File: src/opaddr_pkg.sv
`default_nettype none
package opaddr_pkg;
  // Operand mode field encodings
  localparam logic [1:0] MODE_REG = 2'h0;
  localparam logic [1:0] MODE_IND = 2'h1;
  localparam logic [1:0] MODE_SYM = 2'h2;
  localparam logic [1:0] MODE_AUTO = 2'h3;

  // Instruction word field positions, bit 15 is the leftmost bit
  localparam int OP_HI = 15;
  localparam int OP_LO = 13;
  localparam int BYTE_BIT = 12;
  localparam int DMODE_HI = 11;
  localparam int DMODE_LO = 10;
  localparam int DREG_HI = 9;
  localparam int DREG_LO = 6;
  localparam int SMODE_HI = 5;
  localparam int SMODE_LO = 4;
  localparam int SREG_HI = 3;
  localparam int SREG_LO = 0;
  localparam int DISP_HI = 7;
  localparam int DISP_LO = 0;
  localparam int BIO_CNT_HI = 9;
  localparam int BIO_CNT_LO = 6;
  localparam int SH_CNT_HI = 7;
  localparam int SH_CNT_LO = 4;

  // Opcode prefixes that classify the word
  localparam logic [1:0] SINGLE_FMT_TOP = 2'h0;
  localparam logic [3:0] JUMP_PFX = 4'h1;
  localparam logic [4:0] BIO_PFX = 5'h06;
  localparam logic [5:0] SHIFT_PFX = 6'h02;
  localparam logic [5:0] SINGLE_PFX = 6'h01;
  localparam logic [2:0] COPY_OP = 3'h6;

  localparam logic [15:0] WORD_STEP = 16'h0002;
  localparam logic [15:0] BYTE_STEP = 16'h0001;
  localparam logic [15:0] WORD_MASK = 16'hfffe;
  localparam logic [3:0] NO_INDEX = 4'h0;

  // Register map, byte offsets
  localparam logic [7:0] OFF_CTRL = 8'h00;
  localparam logic [7:0] OFF_WP = 8'h04;
  localparam logic [7:0] OFF_PC = 8'h08;
  localparam logic [7:0] OFF_STATUS = 8'h0c;
  localparam logic [7:0] OFF_INSTR = 8'h10;
  localparam logic [7:0] OFF_SRC_EA = 8'h14;
  localparam logic [7:0] OFF_DST_EA = 8'h18;
  localparam logic [7:0] OFF_SRC_VAL = 8'h1c;
  localparam logic [7:0] OFF_TARGET = 8'h20;
  localparam logic [7:0] OFF_COUNT = 8'h24;

  localparam int CTRL_START = 0;
  localparam int CTRL_DONE_CLR = 1;
  localparam int CTRL_COPY_EN = 2;
  localparam logic [15:0] WP_RESET = 16'h0000;
  localparam logic [15:0] PC_RESET = 16'h0000;
  localparam logic [1:0] RESP_OKAY = 2'h0;
  localparam logic [1:0] RESP_SLVERR = 2'h2;

  typedef enum logic [1:0] {OPK_REG, OPK_IND, OPK_SYM, OPK_AUTO} opnd_kind_e;
  typedef enum logic [2:0] {IC_TWO_OP, IC_JUMP, IC_SINGLE, IC_BIT_IO, IC_SHIFT, IC_OTHER} instr_class_e;

  typedef struct packed {
    logic valid;
    logic write;
    logic byte_op;
    logic [15:0] addr;
    logic [15:0] wdata;
  } mem_req_s;

  typedef struct packed {
    logic ready;
    logic [15:0] rdata;
  } mem_rsp_s;

  typedef struct packed {
    opnd_kind_e kind;
    logic [15:0] reg_addr;
    logic indexed;
    logic [15:0] step;
  } opnd_s;
endpackage
`default_nettype wire

File: src/operand_address_decoder.sv
// Notes on behaviour
// [RULE1] Mode 00 reg, 01 indirect, 10 symbolic, 11 autoinc
// [RULE2] Byte bit one means byte, zero word
// [RULE3] Register fields pick workspace register 0..15
// [RULE4] Jump target is PC plus displacement bias
// [RULE5] Count field gives shift or serial-bit count
// [RULE6] Register mode operand is the register itself
// [RULE7] Byte register operand is the left byte
// [RULE8] Destination fields sit above source fields
// [RULE9] Indirect reads register, uses it as address
// [RULE10] Autoincrement adds one for byte, two word
// [RULE11] Indirect pointers come only from registers
// [RULE12] Symbolic, register zero: next word is address
// [RULE13] Source address word precedes destination word
// [RULE14] Symbolic nonzero register: address plus index
// [RULE15] Only symbolic operands are ever indexed
// [RULE16] Word addresses even; bytes step singly
// [RULE17] Copy writes source value into destination
// [RULE18] Workspace is sixteen words at pointer
// [RULE19] Instruction is one to three words
// [RULE20] Autoincrement uses old value, writes back new
// [RULE21] Register n lives at pointer plus 2n
`default_nettype none
module operand_address_decoder #(
  parameter int AXI_ADDR_W = 8
) (
  // Clock and reset
  input wire logic aclk,
  input wire logic aresetn,
  // AXI4-Lite write channels
  input wire logic [AXI_ADDR_W-1:0] s_axi_awaddr,
  input wire logic s_axi_awvalid,
  output logic s_axi_awready,
  input wire logic [31:0] s_axi_wdata,
  input wire logic [3:0] s_axi_wstrb,
  input wire logic s_axi_wvalid,
  output logic s_axi_wready,
  output logic [1:0] s_axi_bresp,
  output logic s_axi_bvalid,
  input wire logic s_axi_bready,
  // AXI4-Lite read channels
  input wire logic [AXI_ADDR_W-1:0] s_axi_araddr,
  input wire logic s_axi_arvalid,
  output logic s_axi_arready,
  output logic [31:0] s_axi_rdata,
  output logic [1:0] s_axi_rresp,
  output logic s_axi_rvalid,
  input wire logic s_axi_rready,
  // Memory holding workspace, instructions and operands
  output opaddr_pkg::mem_req_s mem_req,
  input wire opaddr_pkg::mem_rsp_s mem_rsp
);
  typedef enum logic [3:0] {
    S_IDLE, S_FETCH, S_DECODE, S_OPND, S_REG_RD, S_AUTO_WR, S_EXT_RD,
    S_IDX_RD, S_OPND_END, S_VAL_RD, S_DST_WR, S_DONE
  } seq_state_e;

  seq_state_e state;
  opaddr_pkg::instr_class_e iclass;
  logic [15:0] wp, pc, instr, ea, src_ea, dst_ea, src_val, target;
  logic [3:0] xfer_count;
  logic [15:0] mem_addr, mem_wdata;
  logic phase_dst, copy_en, done, start_pulse, done_clr;
  logic [7:0] aw_addr, ar_word;
  logic [31:0] w_data;
  logic [3:0] w_strb;
  logic aw_held, w_held;
  logic byte_op, busy, do_write, wr_ok, rd_ok;
  logic [31:0] rd_data;
  opaddr_pkg::opnd_s src_info, dst_info, cur;
  logic [15:0] ea_aligned, val_sel;

  // Field extraction; destination fields sit in the upper positions
  assign byte_op = instr[opaddr_pkg::BYTE_BIT]; // [RULE2]
  assign busy = (state != S_IDLE);

  operand_field_decoder u_src_dec (
    .mode(instr[opaddr_pkg::SMODE_HI:opaddr_pkg::SMODE_LO]),
    .regn(instr[opaddr_pkg::SREG_HI:opaddr_pkg::SREG_LO]),
    .byte_op(byte_op),
    .wp(wp),
    .info(src_info)
  );

  operand_field_decoder u_dst_dec (
    .mode(instr[opaddr_pkg::DMODE_HI:opaddr_pkg::DMODE_LO]), // [RULE8]
    .regn(instr[opaddr_pkg::DREG_HI:opaddr_pkg::DREG_LO]),
    .byte_op(byte_op),
    .wp(wp),
    .info(dst_info)
  );

  assign cur = phase_dst ? dst_info : src_info;
  assign ea_aligned = byte_op ? ea : (ea & opaddr_pkg::WORD_MASK); // [RULE16]
  // Even byte address is the left half of the word
  assign val_sel = byte_op ? {8'h00, (ea[0] ? mem_rsp.rdata[7:0] : mem_rsp.rdata[15:8])} : mem_rsp.rdata; // [RULE7]

  // Memory request follows the state; address and data come from flops
  always_comb begin
    mem_req.valid = (state == S_FETCH) || (state == S_REG_RD) || (state == S_AUTO_WR) ||
                    (state == S_EXT_RD) || (state == S_IDX_RD) || (state == S_VAL_RD) ||
                    (state == S_DST_WR);
    mem_req.write = (state == S_AUTO_WR) || (state == S_DST_WR);
    mem_req.byte_op = byte_op && ((state == S_VAL_RD) || (state == S_DST_WR));
    mem_req.addr = mem_addr;
    mem_req.wdata = mem_wdata;
  end

  // Main sequencer and operand datapath
  always_ff @(posedge aclk) begin
    if (!aresetn) begin
      state <= S_IDLE;
      iclass <= opaddr_pkg::IC_OTHER;
      instr <= 16'h0000;
      ea <= 16'h0000;
      src_ea <= 16'h0000;
      dst_ea <= 16'h0000;
      src_val <= 16'h0000;
      target <= 16'h0000;
      xfer_count <= 4'h0;
      mem_addr <= 16'h0000;
      mem_wdata <= 16'h0000;
      phase_dst <= 1'b0;
    end else begin
      case (state)
        S_IDLE: begin
          if (start_pulse) begin
            mem_addr <= pc;
            state <= S_FETCH;
          end
        end
        S_FETCH: begin
          if (mem_rsp.ready) begin
            instr <= mem_rsp.rdata; // [RULE19]
            state <= S_DECODE;
          end
        end
        S_DECODE: begin
          phase_dst <= 1'b0;
          if (instr[15:14] != opaddr_pkg::SINGLE_FMT_TOP) begin
            iclass <= opaddr_pkg::IC_TWO_OP;
            state <= S_OPND;
          end else if (instr[15:12] == opaddr_pkg::JUMP_PFX) begin
            iclass <= opaddr_pkg::IC_JUMP;
            // pc already points past the word; bias counts words
            target <= pc + {{7{instr[opaddr_pkg::DISP_HI]}}, instr[opaddr_pkg::DISP_HI:opaddr_pkg::DISP_LO], 1'b0}; // [RULE4]
            state <= S_DONE;
          end else if (instr[15:11] == opaddr_pkg::BIO_PFX) begin
            iclass <= opaddr_pkg::IC_BIT_IO;
            xfer_count <= instr[opaddr_pkg::BIO_CNT_HI:opaddr_pkg::BIO_CNT_LO]; // [RULE5]
            state <= S_OPND;
          end else if (instr[15:10] == opaddr_pkg::SHIFT_PFX) begin
            iclass <= opaddr_pkg::IC_SHIFT;
            xfer_count <= instr[opaddr_pkg::SH_CNT_HI:opaddr_pkg::SH_CNT_LO]; // [RULE5]
            state <= S_DONE;
          end else if (instr[15:10] == opaddr_pkg::SINGLE_PFX || instr[15:13] == 3'h1) begin
            iclass <= opaddr_pkg::IC_SINGLE;
            state <= S_OPND;
          end else begin
            iclass <= opaddr_pkg::IC_OTHER;
            state <= S_DONE;
          end
        end
        S_OPND: begin
          case (cur.kind)
            opaddr_pkg::OPK_REG: begin
              ea <= cur.reg_addr; // [RULE6]
              state <= S_OPND_END;
            end
            opaddr_pkg::OPK_SYM: begin
              mem_addr <= pc; // [RULE12] [RULE13]
              state <= S_EXT_RD;
            end
            default: begin
              mem_addr <= cur.reg_addr; // [RULE9] [RULE11]
              state <= S_REG_RD;
            end
          endcase
        end
        S_REG_RD: begin
          if (mem_rsp.ready) begin
            ea <= mem_rsp.rdata; // [RULE9] [RULE20]
            if (cur.kind == opaddr_pkg::OPK_AUTO) begin
              mem_wdata <= mem_rsp.rdata + cur.step; // [RULE10] [RULE20]
              state <= S_AUTO_WR;
            end else begin
              state <= S_OPND_END;
            end
          end
        end
        S_AUTO_WR: begin
          if (mem_rsp.ready) begin
            state <= S_OPND_END;
          end
        end
        S_EXT_RD: begin
          if (mem_rsp.ready) begin
            ea <= mem_rsp.rdata; // [RULE12]
            if (cur.indexed) begin
              mem_addr <= cur.reg_addr;
              state <= S_IDX_RD;
            end else begin
              state <= S_OPND_END;
            end
          end
        end
        S_IDX_RD: begin
          if (mem_rsp.ready) begin
            ea <= ea + mem_rsp.rdata; // [RULE14]
            state <= S_OPND_END;
          end
        end
        S_OPND_END: begin
          mem_addr <= ea_aligned; // [RULE16]
          if (!phase_dst) begin
            src_ea <= ea_aligned;
            state <= S_VAL_RD;
          end else begin
            dst_ea <= ea_aligned;
            mem_wdata <= byte_op ? {src_val[7:0], src_val[7:0]} : src_val;
            if (instr[opaddr_pkg::OP_HI:opaddr_pkg::OP_LO] == opaddr_pkg::COPY_OP && copy_en) begin
              state <= S_DST_WR; // [RULE17]
            end else begin
              state <= S_DONE;
            end
          end
        end
        S_VAL_RD: begin
          if (mem_rsp.ready) begin
            src_val <= val_sel; // [RULE2] [RULE7]
            if (iclass == opaddr_pkg::IC_TWO_OP) begin
              phase_dst <= 1'b1; // [RULE13]
              state <= S_OPND;
            end else begin
              state <= S_DONE;
            end
          end
        end
        S_DST_WR: begin
          if (mem_rsp.ready) begin
            state <= S_DONE; // [RULE17]
          end
        end
        S_DONE: state <= S_IDLE;
        default: state <= S_IDLE;
      endcase
    end
  end

  // Program counter: software may load it only while idle
  always_ff @(posedge aclk) begin
    if (!aresetn) begin
      pc <= opaddr_pkg::PC_RESET;
    end else if ((state == S_FETCH || state == S_EXT_RD) && mem_rsp.ready) begin
      pc <= pc + opaddr_pkg::WORD_STEP; // [RULE19]
    end else if (state == S_DONE && iclass == opaddr_pkg::IC_JUMP) begin
      pc <= target;
    end else if (do_write && aw_addr[7:2] == opaddr_pkg::OFF_PC[7:2] && !busy) begin
      pc <= merge16(pc, w_data[15:0], w_strb[1:0]);
    end
  end

  // Completion flag; a new completion wins over a clear in the same cycle
  always_ff @(posedge aclk) begin
    if (!aresetn) begin
      done <= 1'b0;
    end else if (state == S_DONE) begin
      done <= 1'b1;
    end else if (done_clr) begin
      done <= 1'b0;
    end
  end

  function automatic logic [15:0] merge16(input logic [15:0] old, input logic [15:0] nv, input logic [1:0] strb);
    merge16 = {strb[1] ? nv[15:8] : old[15:8], strb[0] ? nv[7:0] : old[7:0]};
  endfunction

  // AXI4-Lite write path: address and data may arrive in either order
  assign s_axi_awready = !aw_held && !s_axi_bvalid;
  assign s_axi_wready = !w_held && !s_axi_bvalid;
  assign do_write = aw_held && w_held && !s_axi_bvalid;

  always_comb begin
    case (aw_addr[7:2])
      opaddr_pkg::OFF_CTRL[7:2], opaddr_pkg::OFF_WP[7:2], opaddr_pkg::OFF_PC[7:2],
      opaddr_pkg::OFF_STATUS[7:2], opaddr_pkg::OFF_INSTR[7:2], opaddr_pkg::OFF_SRC_EA[7:2],
      opaddr_pkg::OFF_DST_EA[7:2], opaddr_pkg::OFF_SRC_VAL[7:2], opaddr_pkg::OFF_TARGET[7:2],
      opaddr_pkg::OFF_COUNT[7:2]: wr_ok = 1'b1;
      default: wr_ok = 1'b0;
    endcase
  end

  always_ff @(posedge aclk) begin
    if (!aresetn) begin
      aw_held <= 1'b0;
      w_held <= 1'b0;
      aw_addr <= 8'h00;
      w_data <= 32'h0000_0000;
      w_strb <= 4'h0;
      s_axi_bvalid <= 1'b0;
      s_axi_bresp <= opaddr_pkg::RESP_OKAY;
    end else begin
      if (s_axi_awvalid && s_axi_awready) begin
        aw_held <= 1'b1;
        aw_addr <= 8'(s_axi_awaddr);
      end
      if (s_axi_wvalid && s_axi_wready) begin
        w_held <= 1'b1;
        w_data <= s_axi_wdata;
        w_strb <= s_axi_wstrb;
      end
      if (do_write) begin
        aw_held <= 1'b0;
        w_held <= 1'b0;
        s_axi_bvalid <= 1'b1;
        s_axi_bresp <= wr_ok ? opaddr_pkg::RESP_OKAY : opaddr_pkg::RESP_SLVERR;
      end else if (s_axi_bvalid && s_axi_bready) begin
        s_axi_bvalid <= 1'b0;
      end
    end
  end

  // Software-written control state
  always_ff @(posedge aclk) begin
    if (!aresetn) begin
      wp <= opaddr_pkg::WP_RESET;
      copy_en <= 1'b1;
      start_pulse <= 1'b0;
      done_clr <= 1'b0;
    end else begin
      start_pulse <= 1'b0;
      done_clr <= 1'b0;
      if (do_write && aw_addr[7:2] == opaddr_pkg::OFF_CTRL[7:2] && w_strb[0]) begin
        start_pulse <= w_data[opaddr_pkg::CTRL_START] && !busy;
        done_clr <= w_data[opaddr_pkg::CTRL_DONE_CLR];
        copy_en <= w_data[opaddr_pkg::CTRL_COPY_EN];
      end
      // Moving the workspace mid-instruction would split one operand across two bases
      if (do_write && aw_addr[7:2] == opaddr_pkg::OFF_WP[7:2] && !busy) begin
        wp <= merge16(wp, w_data[15:0], w_strb[1:0]); // [RULE18]
      end
    end
  end

  // AXI4-Lite read path
  always_comb begin
    rd_ok = 1'b1;
    case (ar_word)
      opaddr_pkg::OFF_CTRL[7:2]: rd_data = {29'h0, copy_en, 2'h0};
      opaddr_pkg::OFF_WP[7:2]: rd_data = {16'h0000, wp};
      opaddr_pkg::OFF_PC[7:2]: rd_data = {16'h0000, pc};
      opaddr_pkg::OFF_STATUS[7:2]: rd_data = {25'h0, iclass, 1'b0, byte_op, done, busy};
      opaddr_pkg::OFF_INSTR[7:2]: rd_data = {16'h0000, instr};
      opaddr_pkg::OFF_SRC_EA[7:2]: rd_data = {16'h0000, src_ea};
      opaddr_pkg::OFF_DST_EA[7:2]: rd_data = {16'h0000, dst_ea};
      opaddr_pkg::OFF_SRC_VAL[7:2]: rd_data = {16'h0000, src_val};
      opaddr_pkg::OFF_TARGET[7:2]: rd_data = {16'h0000, target};
      opaddr_pkg::OFF_COUNT[7:2]: rd_data = {28'h0, xfer_count};
      default: begin
        rd_data = 32'h0000_0000;
        rd_ok = 1'b0;
      end
    endcase
  end

  assign ar_word = {2'h0, s_axi_araddr[7:2]};
  assign s_axi_arready = !s_axi_rvalid;

  always_ff @(posedge aclk) begin
    if (!aresetn) begin
      s_axi_rvalid <= 1'b0;
      s_axi_rdata <= 32'h0000_0000;
      s_axi_rresp <= opaddr_pkg::RESP_OKAY;
    end else if (s_axi_arvalid && s_axi_arready) begin
      s_axi_rvalid <= 1'b1;
      s_axi_rdata <= rd_data;
      s_axi_rresp <= rd_ok ? opaddr_pkg::RESP_OKAY : opaddr_pkg::RESP_SLVERR;
    end else if (s_axi_rvalid && s_axi_rready) begin
      s_axi_rvalid <= 1'b0;
    end
  end
endmodule
`default_nettype wire

File: src/operand_field_decoder.sv
`default_nettype none
module operand_field_decoder (
  // Fields of one operand
  input wire logic [1:0] mode,
  input wire logic [3:0] regn,
  input wire logic byte_op,
  // Workspace base
  input wire logic [15:0] wp,
  // Decoded operand
  output opaddr_pkg::opnd_s info
);
  always_comb begin
    info.reg_addr = (wp & opaddr_pkg::WORD_MASK) + {11'h000, regn, 1'b0}; // [RULE21] [RULE18] [RULE3]
    info.step = byte_op ? opaddr_pkg::BYTE_STEP : opaddr_pkg::WORD_STEP; // [RULE10] [RULE16]
    info.indexed = 1'b0;
    case (mode) // [RULE1]
      opaddr_pkg::MODE_REG: info.kind = opaddr_pkg::OPK_REG; // [RULE6]
      opaddr_pkg::MODE_IND: info.kind = opaddr_pkg::OPK_IND;
      opaddr_pkg::MODE_AUTO: info.kind = opaddr_pkg::OPK_AUTO;
      default: begin
        info.kind = opaddr_pkg::OPK_SYM;
        info.indexed = (regn != opaddr_pkg::NO_INDEX); // [RULE14] [RULE15]
      end
    endcase
  end
endmodule
`default_nettype wire

File: config.mk
export PLATFORM = sky130hd
export DESIGN_NAME = operand_address_decoder
export DESIGN_NICKNAME = d
export VERILOG_FILES = /design/src/opaddr_pkg.sv /design/src/operand_address_decoder.sv /design/src/operand_field_decoder.sv
export SDC_FILE = /design/constraint.sdc
export NUM_CORES = 1
export LEC_CHECK = 0
export ABC_AREA = 1
export BUFFER_PORTS_ARGS = -buffer_cell sky130_fd_sc_hd__buf_2
export CORE_MARGIN = 5
export CORE_UTILIZATION = 45
export CTS_CLUSTER_DIAMETER = 60
export DETAILED_ROUTE_END_ITERATION = 8
export PLACE_DENSITY = 0.66
export SLEW_MARGIN = 5
export SYNTH_ARGS = -nofsm -noshare
export SYNTH_HDL_FRONTEND = slang
export SYNTH_SLANG_ARGS = --single-unit
File: constraint.sdc
create_clock -name aclk -period 2.2 [get_ports aclk]
set_input_delay 0.11 -clock aclk [delete_from_list [all_inputs] [get_ports aclk]]
set_output_delay 0.11 -clock aclk [all_outputs]
set_load 0.03 [all_outputs]
; ---- Word level (Yosys, flattened, before mapping)
; Memory sizes are Yosys's and may differ from the RTL's. A register that Yosys moved wholly into a read port is not among the register bits.
; Index checks and enable logic that the tools add are counted.
[totals]
in_bits = 76
mem_count = 1
romBits = 16
reg_bits = 242
[mem_list]
columns = name, depth, word_bits, rd, rd_clocked_by_memory_dff, wr, line
row1 = (no name shown), 16, 1, 1, 1, 0, operand_address_decoder.sv:284  ; case (aw_addr[7:2])
[op_classes]
reduce_logical = 80
bitwise_logic = 4
add_sub_neg = 6
eq_ne = 50
n_mux = 70
[ops]
columns = op, count
row1 = 16-bit 2-to-1 mux, 14
row2 = 16-bit case mux with 10 select lines, 1
row3 = 4-bit 2-to-1 mux, 19
row4 = 16-bit case mux with 2 select lines, 2
row5 = 16-bit case mux with 4 select lines, 1
row6 = 16-bit adder, 3
row7 = 16-bit case mux with 3 select lines, 1
row8 = 4-bit case mux with 10 select lines, 1
row9 = 35-bit 2-to-1 mux, 1
row10 = 16-bit by 5-bit adder with 16-bit output, 2
row11 = 6-bit by 2-bit equality test with 1-bit output (second input constant), 4
row12 = 6-bit by 3-bit equality test with 1-bit output (second input constant), 4
row13 = 8-bit 2-to-1 mux, 3
row14 = 2-bit inequality test (second input constant), 11
row15 = 1-bit logical AND, 20
row16 = 6-bit by 1-bit equality test with 1-bit output (second input constant), 3
row17 = 2-bit AND reduction, 9
row18 = 16-bit by 2-bit adder with 16-bit output (second input constant), 1
row19 = 4-bit by 3-bit equality test with 1-bit output (second input constant), 4
row20 = 4-bit equality test (second input constant), 4
row21 = 4-bit nonzero test, 4
row22 = 3-bit 2-to-1 mux, 5
row23 = 1-bit 2-to-1 mux, 14
row24 = 2-bit nonzero test, 7
row25 = other kinds (29), 72

; ---- Depth between registers and ports, before layout
; Gate-level depths: netlist (run 1).
[logic_depth]
depth_word = 8
mapped_depth = 17
ltp_nobuf = 15

; ---- By module
; From an unflattened synthesis (run 1), not the netlist that was laid out.
[unflattened]
cells_unflattened = 2518
area_unflattened_um2 = 15303.4
[modules_own_cells]
columns = module, seq_area_each_um2, area_each_um2, cells_each, instances
row1 = operand_address_decoder, 4464.3, 14044.7, 2290, 1
row2 = operand_field_decoder at u_src_dec, 0.0, 640.6, 116, 1
row3 = operand_field_decoder at u_dst_dec, 0.0, 618.1, 112, 1

; ---- Least setup slack after synthesis (run 1)
; No wires, ideal clock.
[synth_path]
path_type = reg2reg
from = reg phase_dst
to = reg mem_addr[5]
slack_ns = -0.138
setup_time_ns = 0.118
arrival_time_ns = 2.220
stages_incl_launch_ff = 15
required_time_ns = 2.082
cell_sequence = dfxtp_1 -> buf_2 -> clkbuf_1 -> nand2_1 -> o21ai_0 -> ha_1 -> inv_1 -> fa_1 -> inv_1 -> nand3_1 -> nand3_1 -> xor2_1 -> nor2_1 -> nor3_1 -> nor2_1
[synth_via]
elab_chain_len = 4
elab_cells_between_ends = 10
classes_between = eq/ne (3) / mux (5) / reduce/logical (2)
[synth_rtl]
columns = item, line
row1 = from (decl), operand_address_decoder.sv:63  ; logic phase_dst, copy_en, done, start_pulse, done_clr;
row2 = from (signal assigned), operand_address_decoder.sv:123  ; phase_dst <= 1'b0;
row3 = from (signal assigned), operand_address_decoder.sv:139  ; phase_dst <= 1'b0;
row4 = from (signal assigned), operand_address_decoder.sv:232  ; phase_dst <= 1'b1;
row5 = 35-bit 2-to-1 mux (*), operand_address_decoder.sv:93  ; assign cur = phase_dst ? dst_info : src_info;
row6 = 2-bit equality test (tied with other cells), operand_address_decoder.sv:165  ; case (cur.kind)
row7 = 16-bit case mux with 2 select lines (tied with other cells), operand_address_decoder.sv:165
row8 = 16-bit case mux with 4 select lines / 5-bit AND reduction (equally long branches), -
row9 = to (signal assigned), operand_address_decoder.sv:128  ; mem_addr <= pc;
row10 = to (signal assigned), operand_address_decoder.sv:171  ; mem_addr <= pc;
row11 = to (signal assigned), operand_address_decoder.sv:175  ; mem_addr <= cur.reg_addr;
row12 = to (decl), operand_address_decoder.sv:62  ; logic [15:0] mem_addr, mem_wdata;
; Mark *: on every way between the ends. The rest lies on a longest branch, timed or not. The select of a mux whose other input is x is not followed.
; A chain may end at the register's enable or synchronous reset.

; ---- Worst setup path after layout (run 1)
[layout_path]
from = reg phase_dst
to = reg state[0]
[layout_via]
elab_chain_len = 5
elab_cells_between_ends = 8
classes_between = eq/ne (1) / mux (7)
[layout_rtl]
columns = item, line
row1 = 35-bit 2-to-1 mux, operand_address_decoder.sv:93
row2 = 2-bit equality test, operand_address_decoder.sv:183  ; if (cur.kind == opaddr_pkg::OPK_AUTO) begin
row3 = 4-bit 2-to-1 mux, operand_address_decoder.sv:183
row4 = 4-bit 2-to-1 mux, operand_address_decoder.sv:181  ; if (mem_rsp.ready) begin
row5 = 4-bit case mux with 10 select lines (*), operand_address_decoder.sv:125  ; case (state)
row6 = to (signal assigned), operand_address_decoder.sv:129  ; state <= S_FETCH;
row7 = to (signal assigned), operand_address_decoder.sv:185  ; state <= S_AUTO_WR;
row8 = to (signal assigned), operand_address_decoder.sv:187  ; state <= S_OPND_END;
row9 = to (decl), operand_address_decoder.sv:58  ; seq_state_e state;
; Marks and branches as above.

==> run metrics, run 1 <==
vias in the first global route=roughly 14000; max-slew violation count=0; chip height=184.8 um; Syn Inst Count=approximately 2200; register area share after synthesis=around a third; crit path time final=around 2.1 ns; Post-DRT Antenna Nets=0; TritonCTS Buffers=27; row count=between 60 and 70; Max Cap Violations=0; largest net degree at the start of global routing=66; P_leak=7.627 nW; # DRC=0; final hold vios=0; Worst EP arrival=about 2.6 ns; R2R Path Start=phase_dst$_SDFFE_PN0P_; final WL=~54 mm; worst skew pair latency=approximately 0.55 ns; vias=around 15000; Die Wd=between 150 and 200 um; io pins=152; Max Fclk=0.4695 GHz; area of the core=slightly above 0.03 mm2; Synth top cells by count=nand2_1 (482), nor2_1 (325), inv_1 (250); Combinational Power Share=under 10%; Slew HR=between 50 and 60%; Mean Syn Cell Area=6.294 um2; sw frac=approximately 26%; Final Net Count=~2500; Main synth FF type=dfxtp_1; htree depth=1; CP startpoint=phase_dst$_SDFFE_PN0P_; period utilisation layout=roughly 97%; die area=between 0.03 and 0.04 mm2; final setup fails=0; Tot Pwr=between 9 and 10 mW; top area cells in the synthesized netlist=dfxtp_1 (32%), nand2_1 (13%), nor2_1 (8.9%), o21ai_0 (8.0%), inv_1 (6.8%); worst hold start=s_axi_awvalid; Starting Density=45.29%; design internal power=between 7 and 8 mW; ratio of total power to cell area=around 570 mW/mm2; Clock Tree Root=clkbuf_16; Worst Path Required=between 2 and 3 ns; Reg clk slew, reported paths=around 0.060 ns; Placed Cells=2711; cell accounting for the most synthesized area=dfxtp_1; GRT overflow=0; worst slew pin tran=approximately 0.69 ns; GRT Total Usage=between 30 and 40%; post-layout util=a little over half; first-pass GRT wire length=81.77 mm; TritonCTS clock tree=built; #FFs+latches synth=roughly 220; layout cells sized above 1=roughly 14%; CTS max path bufs=3; met1 usage=between 40% and 50%; Async SR Flop Fraction=0%; Final Non-Filler Cells=approximately 2800; Layout area overhead=20.75%; EDFF count, synth=0; initial antenna violation count=0; Worst Skew=0.02946 ns; Clk pwr share=47.6%; Cell Area, Synth=about 0.014 mm2; routability congestion estimate=~1; sequential share of power=43.8%; Hold WC Path Type=in -> reg; post-synth top area share=32.48%; CP Max Fanout=9; Startpoint Class=register; GRT busiest layer=met2; critical path class=reg -> reg; met2 GRT Util=roughly 50%; most common cell in the netlist=nand2_1; DR WL/cell=a little under 20 um; Initial DRT Pass Iterations=5; status=finished, final reports clean; Vias/cell=5.506; synth unique cells=48; DP HPWL=~42 mm; Sink Count=223; DR iter-0 viols=around 1600; switching power=between 2 and 2.5 mW; ANT cells=0; Critical Path End Type=register; Max rail drop VDD=between 0.5 and 0.6 mV; IO buf count=approximately 110; met3 Use GR=about 4.7%; Yosys warnings=0
## path summary, 6_finish.rpt
check / end / slack (ns) / cells past startpoint
min: aw_addr[2]$_SDFFE_PN0P_ / 0.01 / 3
min reg2reg: s_axi_bresp[1]$_SDFFE_PN0P_ / 0.41 / 1
max: state[0]$_SDFFE_PN0P_ / 0.07 / 7
max reg2reg: state[0]$_SDFFE_PN0P_ / 0.07 / 7
## worst max-delay path, cell delays in order, from the launching register on
cell and delay (ns):
dfxtp_2 0.36, buf_6 0.12, buf_4 0.16, clkinv_1 0.31, o21ai_0 0.67, nand4_1 0.22, nand2_1 0.10, a21oi_1 0.06
## layer usage
metal | vias to the layer above | wire [um]
li1 | 7463 | -
met1 | 7147 | 22580
met2 | 675 | 24490
met3 | 137 | 4618
met4 | 0 | 2738
met5 | - | 0
## cells in the final DEF (no fill, tap or decap), types with 4 or more instances in the layout
master	instances
clkbuf_8	6
a211oi_1	41
or2_2	6
dfxtp_1	220
nand3_2	8
inv_2	13
o21ai_0	217
nor2_4	5
xor2_1	17
buf_2	110
ha_1	33
o21ai_1	20
buf_4	102
dlygate4sd3_1	38
inv_1	249
a22oi_1	10
nor3_1	22
o22ai_1	9
o211ai_1	4
nand3b_1	8
nor2_2	5
clkinv_2	6
nor2_1	324
nand2_1	479
a21oi_1	181
buf_12	6
nand2_2	11
xnor2_1	6
nand4_1	27
clkbuf_16	27
conb_1	18
o21a_1	5
nand3_1	122
## layout make-up
cell class,count,area [um2]
well taps,396,495.5
clock inverters,12,123.9
inverters,267,1007
repair buffers,257,1828
clock buffers,36,769.5
fillers,3062,13750
multi-input cells,1610,7906
flip-flops and latches,223,4468
## logic make-up (layout without fill, tap and decap cells)
logic type | count (synthesis) | in the layout | share of synthesized area [%]
AND/OR/NAND/NOR | 1028 | 1028 | 31.27
AO/OA/AOI/OAI | 499 | 499 | 19.66
buffers and inverters | 368 | 572 | 11.11
flip-flops | 223 | 223 | 32.48
adder cells (fa/ha/maj) | 40 | 40 | 3.859
XOR/XNOR | 25 | 25 | 1.593
other | 1 | 18 | 0.02728
## power groups by stage
stage	registers, mW	clock network (mW)	logic (mW)
finish	4.17	4.53	0.819
global route	4.18	4.72	0.894
floorplan	4.25	0	0.467
global placement	4.26	0	0.728
detailed placement	4.26	0	0.735
CTS	4.17	4.52	0.797
## through the flow
stage	instance area, um2	worst slack [ns]	setup TNS (ns)	hold WS [ns]
after floorplan	13820	0.001907	0	0.2540
after global placement	15200	-0.02170	-0.03207	0.3644
after detailed placement	15200	-0.04762	-0.07115	0.3732
after CTS	16480	0.004222	0	0.002045
after global routing	16600	-0.02243	-0.03217	0.008717
final	16600	0.07013	0	0.009994
## repair_timing
action                                 CTS  global route
endpoints found under the hold margin   38             0
setup endpoints to repair                3            29
hold buffers                            38             0
resized for setup                        2            26
pin swaps                                1             7
buffers inserted                         1             3
Power figures use the tool's default switching activity.
==> run 2, diff against run 1 <==
- CORE_ASPECT_RATIO: not set -> 0.75
==> run 2 against run 1 <==
The run now ends with setup timing left. Clock-buffer cell count decreased by 4. Utilization increased by 0.49 points. Flip-flop and latch count unchanged. Worst hold slack improved by 0.0050 ns. Fmax decreased by 3.9%. Non-clock buffer count decreased by 2. First-iteration DRC count increased by 17%. Clock skew decreased by 0.0079 ns. Die area increased by 0.11%. Final area increased by 0.21%. Sequential share of layout area decreased by 0.057 points. Routed wire length increased by 4.9%. Critical path type unchanged. Critical endpoint is now ea[12]$_SDFFE_PN0P_.
==> run metrics, run 2 (same netlist as run 1, synthesis figures left out) <==
R2R Path Start=phase_dst$_SDFFE_PN0P_; final WL=approximately 57 mm; DR iter-0 viols=1862; Worst Hold End=w_data[9]$_SDFFE_PN0P_; CTS max path bufs=3; htree depth=1; violated checks=setup timing; Clock Tree Root=clkbuf_16; commonest non-fill, non-tap cell in the layout=nand2_1; chip height=161.4 um; Reg2Reg Setup Slack=-0.02 ns; P_leak=7.617 nW; Crit path largest cell delay=0.47 ns; TritonCTS Buffers=27; post-layout util=between 50% and 60%; final hold vios=0; routability congestion estimate=0.9979; Startpoint Class=register; dpl ws=-0.02237 ns; Hold WC Path Type=in -> reg; crit path time final=2.216 ns; Hold WS=0.01501 ns; die area=around 0.034 mm2; worst skew pair latency=about 0.57 ns; vias in the first global route=approximately 14000; CP Max Fanout=10; Max Cap Violations=0; Crit Reg-Reg Endpoint=ea[12]$_SDFFE_PN0P_; IO buf count=~110; RSZ-0062 raised after global routing=true; Die Wd=211.8 um; io pins=approximately 150; Reg clk slew, reported paths=0.07 ns; worst-path cell chain=buf_4 > o21ai_0 > nand2_1 > nand2_1 > nand2_2 > nor2_1 > nand2_1 > nor2_1 > nor2_1; Final Net Count=2500; Tot Pwr=9.710 mW; Layout area overhead=21.01%; Max rail drop VDD=~0.55 mV; Post-DRT Antenna Nets=0; final instance area=0.01663 mm2; Sink Count=about 220; layout cells sized above 1=14.27%; ratio of total power to cell area=around 580 mW/mm2; Worst EP arrival=around 2.7 ns; Max Fclk=about 0.45 GHz; GRT Total Usage=between 30% and 40%; Worst Skew=about 0.022 ns; critical path class=reg -> reg; initial antenna violation count=3; Slew HR=roughly 54%; DR WL/cell=slightly above 20 um; first-pass GRT wire length=roughly 85 mm; DP HPWL=44.52 mm; Critical Path End Type=register; final setup fails=1; status=complete, but fails checks; Worst path slowest cell=o21ai_0; GRT overflow=0; Placed Area=roughly 0.015 mm2; period utilisation layout=100.7%; row count=55; worst slew pin tran=~0.68 ns; # DRC=0; post-layout worst setup margin=-0.01580 ns; TritonCTS clock tree=built; vias=15410; Starting Density=between 40% and 50%; worst hold start=s_axi_wdata[9]; most frequent cells in the layout=nand2_1 (478), nor2_1 (321), inv_1 (249); largest net degree at the start of global routing=between 100 and 150; Vias/cell=roughly 5.5; Worst Path Required=2.63 ns; max-slew violation count=0; FF-to-FF path depth=9; Min-Delay Path Depth=3; Initial DRT Pass Iterations=6; area of the core=around 0.030 mm2
[run 2: routing by layer]
layer  global-route usage [%]  part of all wire [%]  wire [um]  up-vias
li1                         -                     -          -     7479
met1                    51.17                    47      26840     7042
met2                    43.93                    39      22130      799
met3                    7.437                    12       6829       87
met4                    6.497                   2.3       1319        0
met5                        0                     0          0        -
[run 2: how the worst max path moves through the flow]
stage                            from  cells after the start                       end
3_3_place_gp    instr[0]$_SDFFE_PN0P_                     14       ea[11]$_SDFFE_PN0P_
6_report       phase_dst$_SDFFE_PN0P_                      9       ea[12]$_SDFFE_PN0P_
3_5_place_dp    instr[0]$_SDFFE_PN0P_                     13  mem_addr[7]$_SDFFE_PN0P_
5_1_grt        phase_dst$_SDFFE_PN0P_                     13        ea[7]$_SDFFE_PN0P_
4_1_cts         instr[0]$_SDFFE_PN0P_                     12  mem_addr[3]$_SDFFE_PN0P_
2_1_floorplan  phase_dst$_SDFFE_PN0P_                     13  mem_addr[5]$_SDFFE_PN0P_
[run 2: where the power goes]
part / switching [mW] / internal [mW] / leakage (nW) / total (mW)
Combinational: 0.568 / 0.272 / 5.36 / 0.840
Sequential: 0.0679 / 4.11 / 1.80 / 4.17
Clock: 2.00 / 2.70 / 0.457 / 4.70
Total: 2.63 / 7.08 / 7.62 / 9.71
[run 2: layout make-up]
cell class	count	area (um2)
Clock inverter	17	185.2
Tap cell	399	499.2
Antenna cell	1	2.502
Multi-Input combinational cell	1610	7940
Timing Repair Buffer	255	1787
Fill cell	3053	13510
Clock buffer	32	744.5
Sequential cell	223	4468
Inverter	267	1007
[run 2: what timing repair did]
item	CTS	global route
hold endpoints to repair	40	0
hold buffers	39	0
pin swaps	0	9
setup endpoints to repair	3	33
buffers inserted	0	2
gates resized for setup	1	33
[run 2: metrics by stage]
| step | std cells | setup TNS, ns |
|---|---|---|
| 3_5_place_dp | 2713 | -0.05152 |
| 5_1_grt | 2803 | -0.01944 |
| 6_report | 2804 | -0.01580 |
| 4_1_cts | 2801 | 0 |
| 3_3_place_gp | 2713 | -0.0009586 |
| 2_1_floorplan | 2201 | 0 |
[run 2: worst max-delay path, delay by kind of cell, from the launching register on]
family / cells / cell delay [ns]
compound gates: 1 / 0.47
flops: 1 / 0.34
simple gates: 7 / 1.10
buf+inv: 1 / 0.17
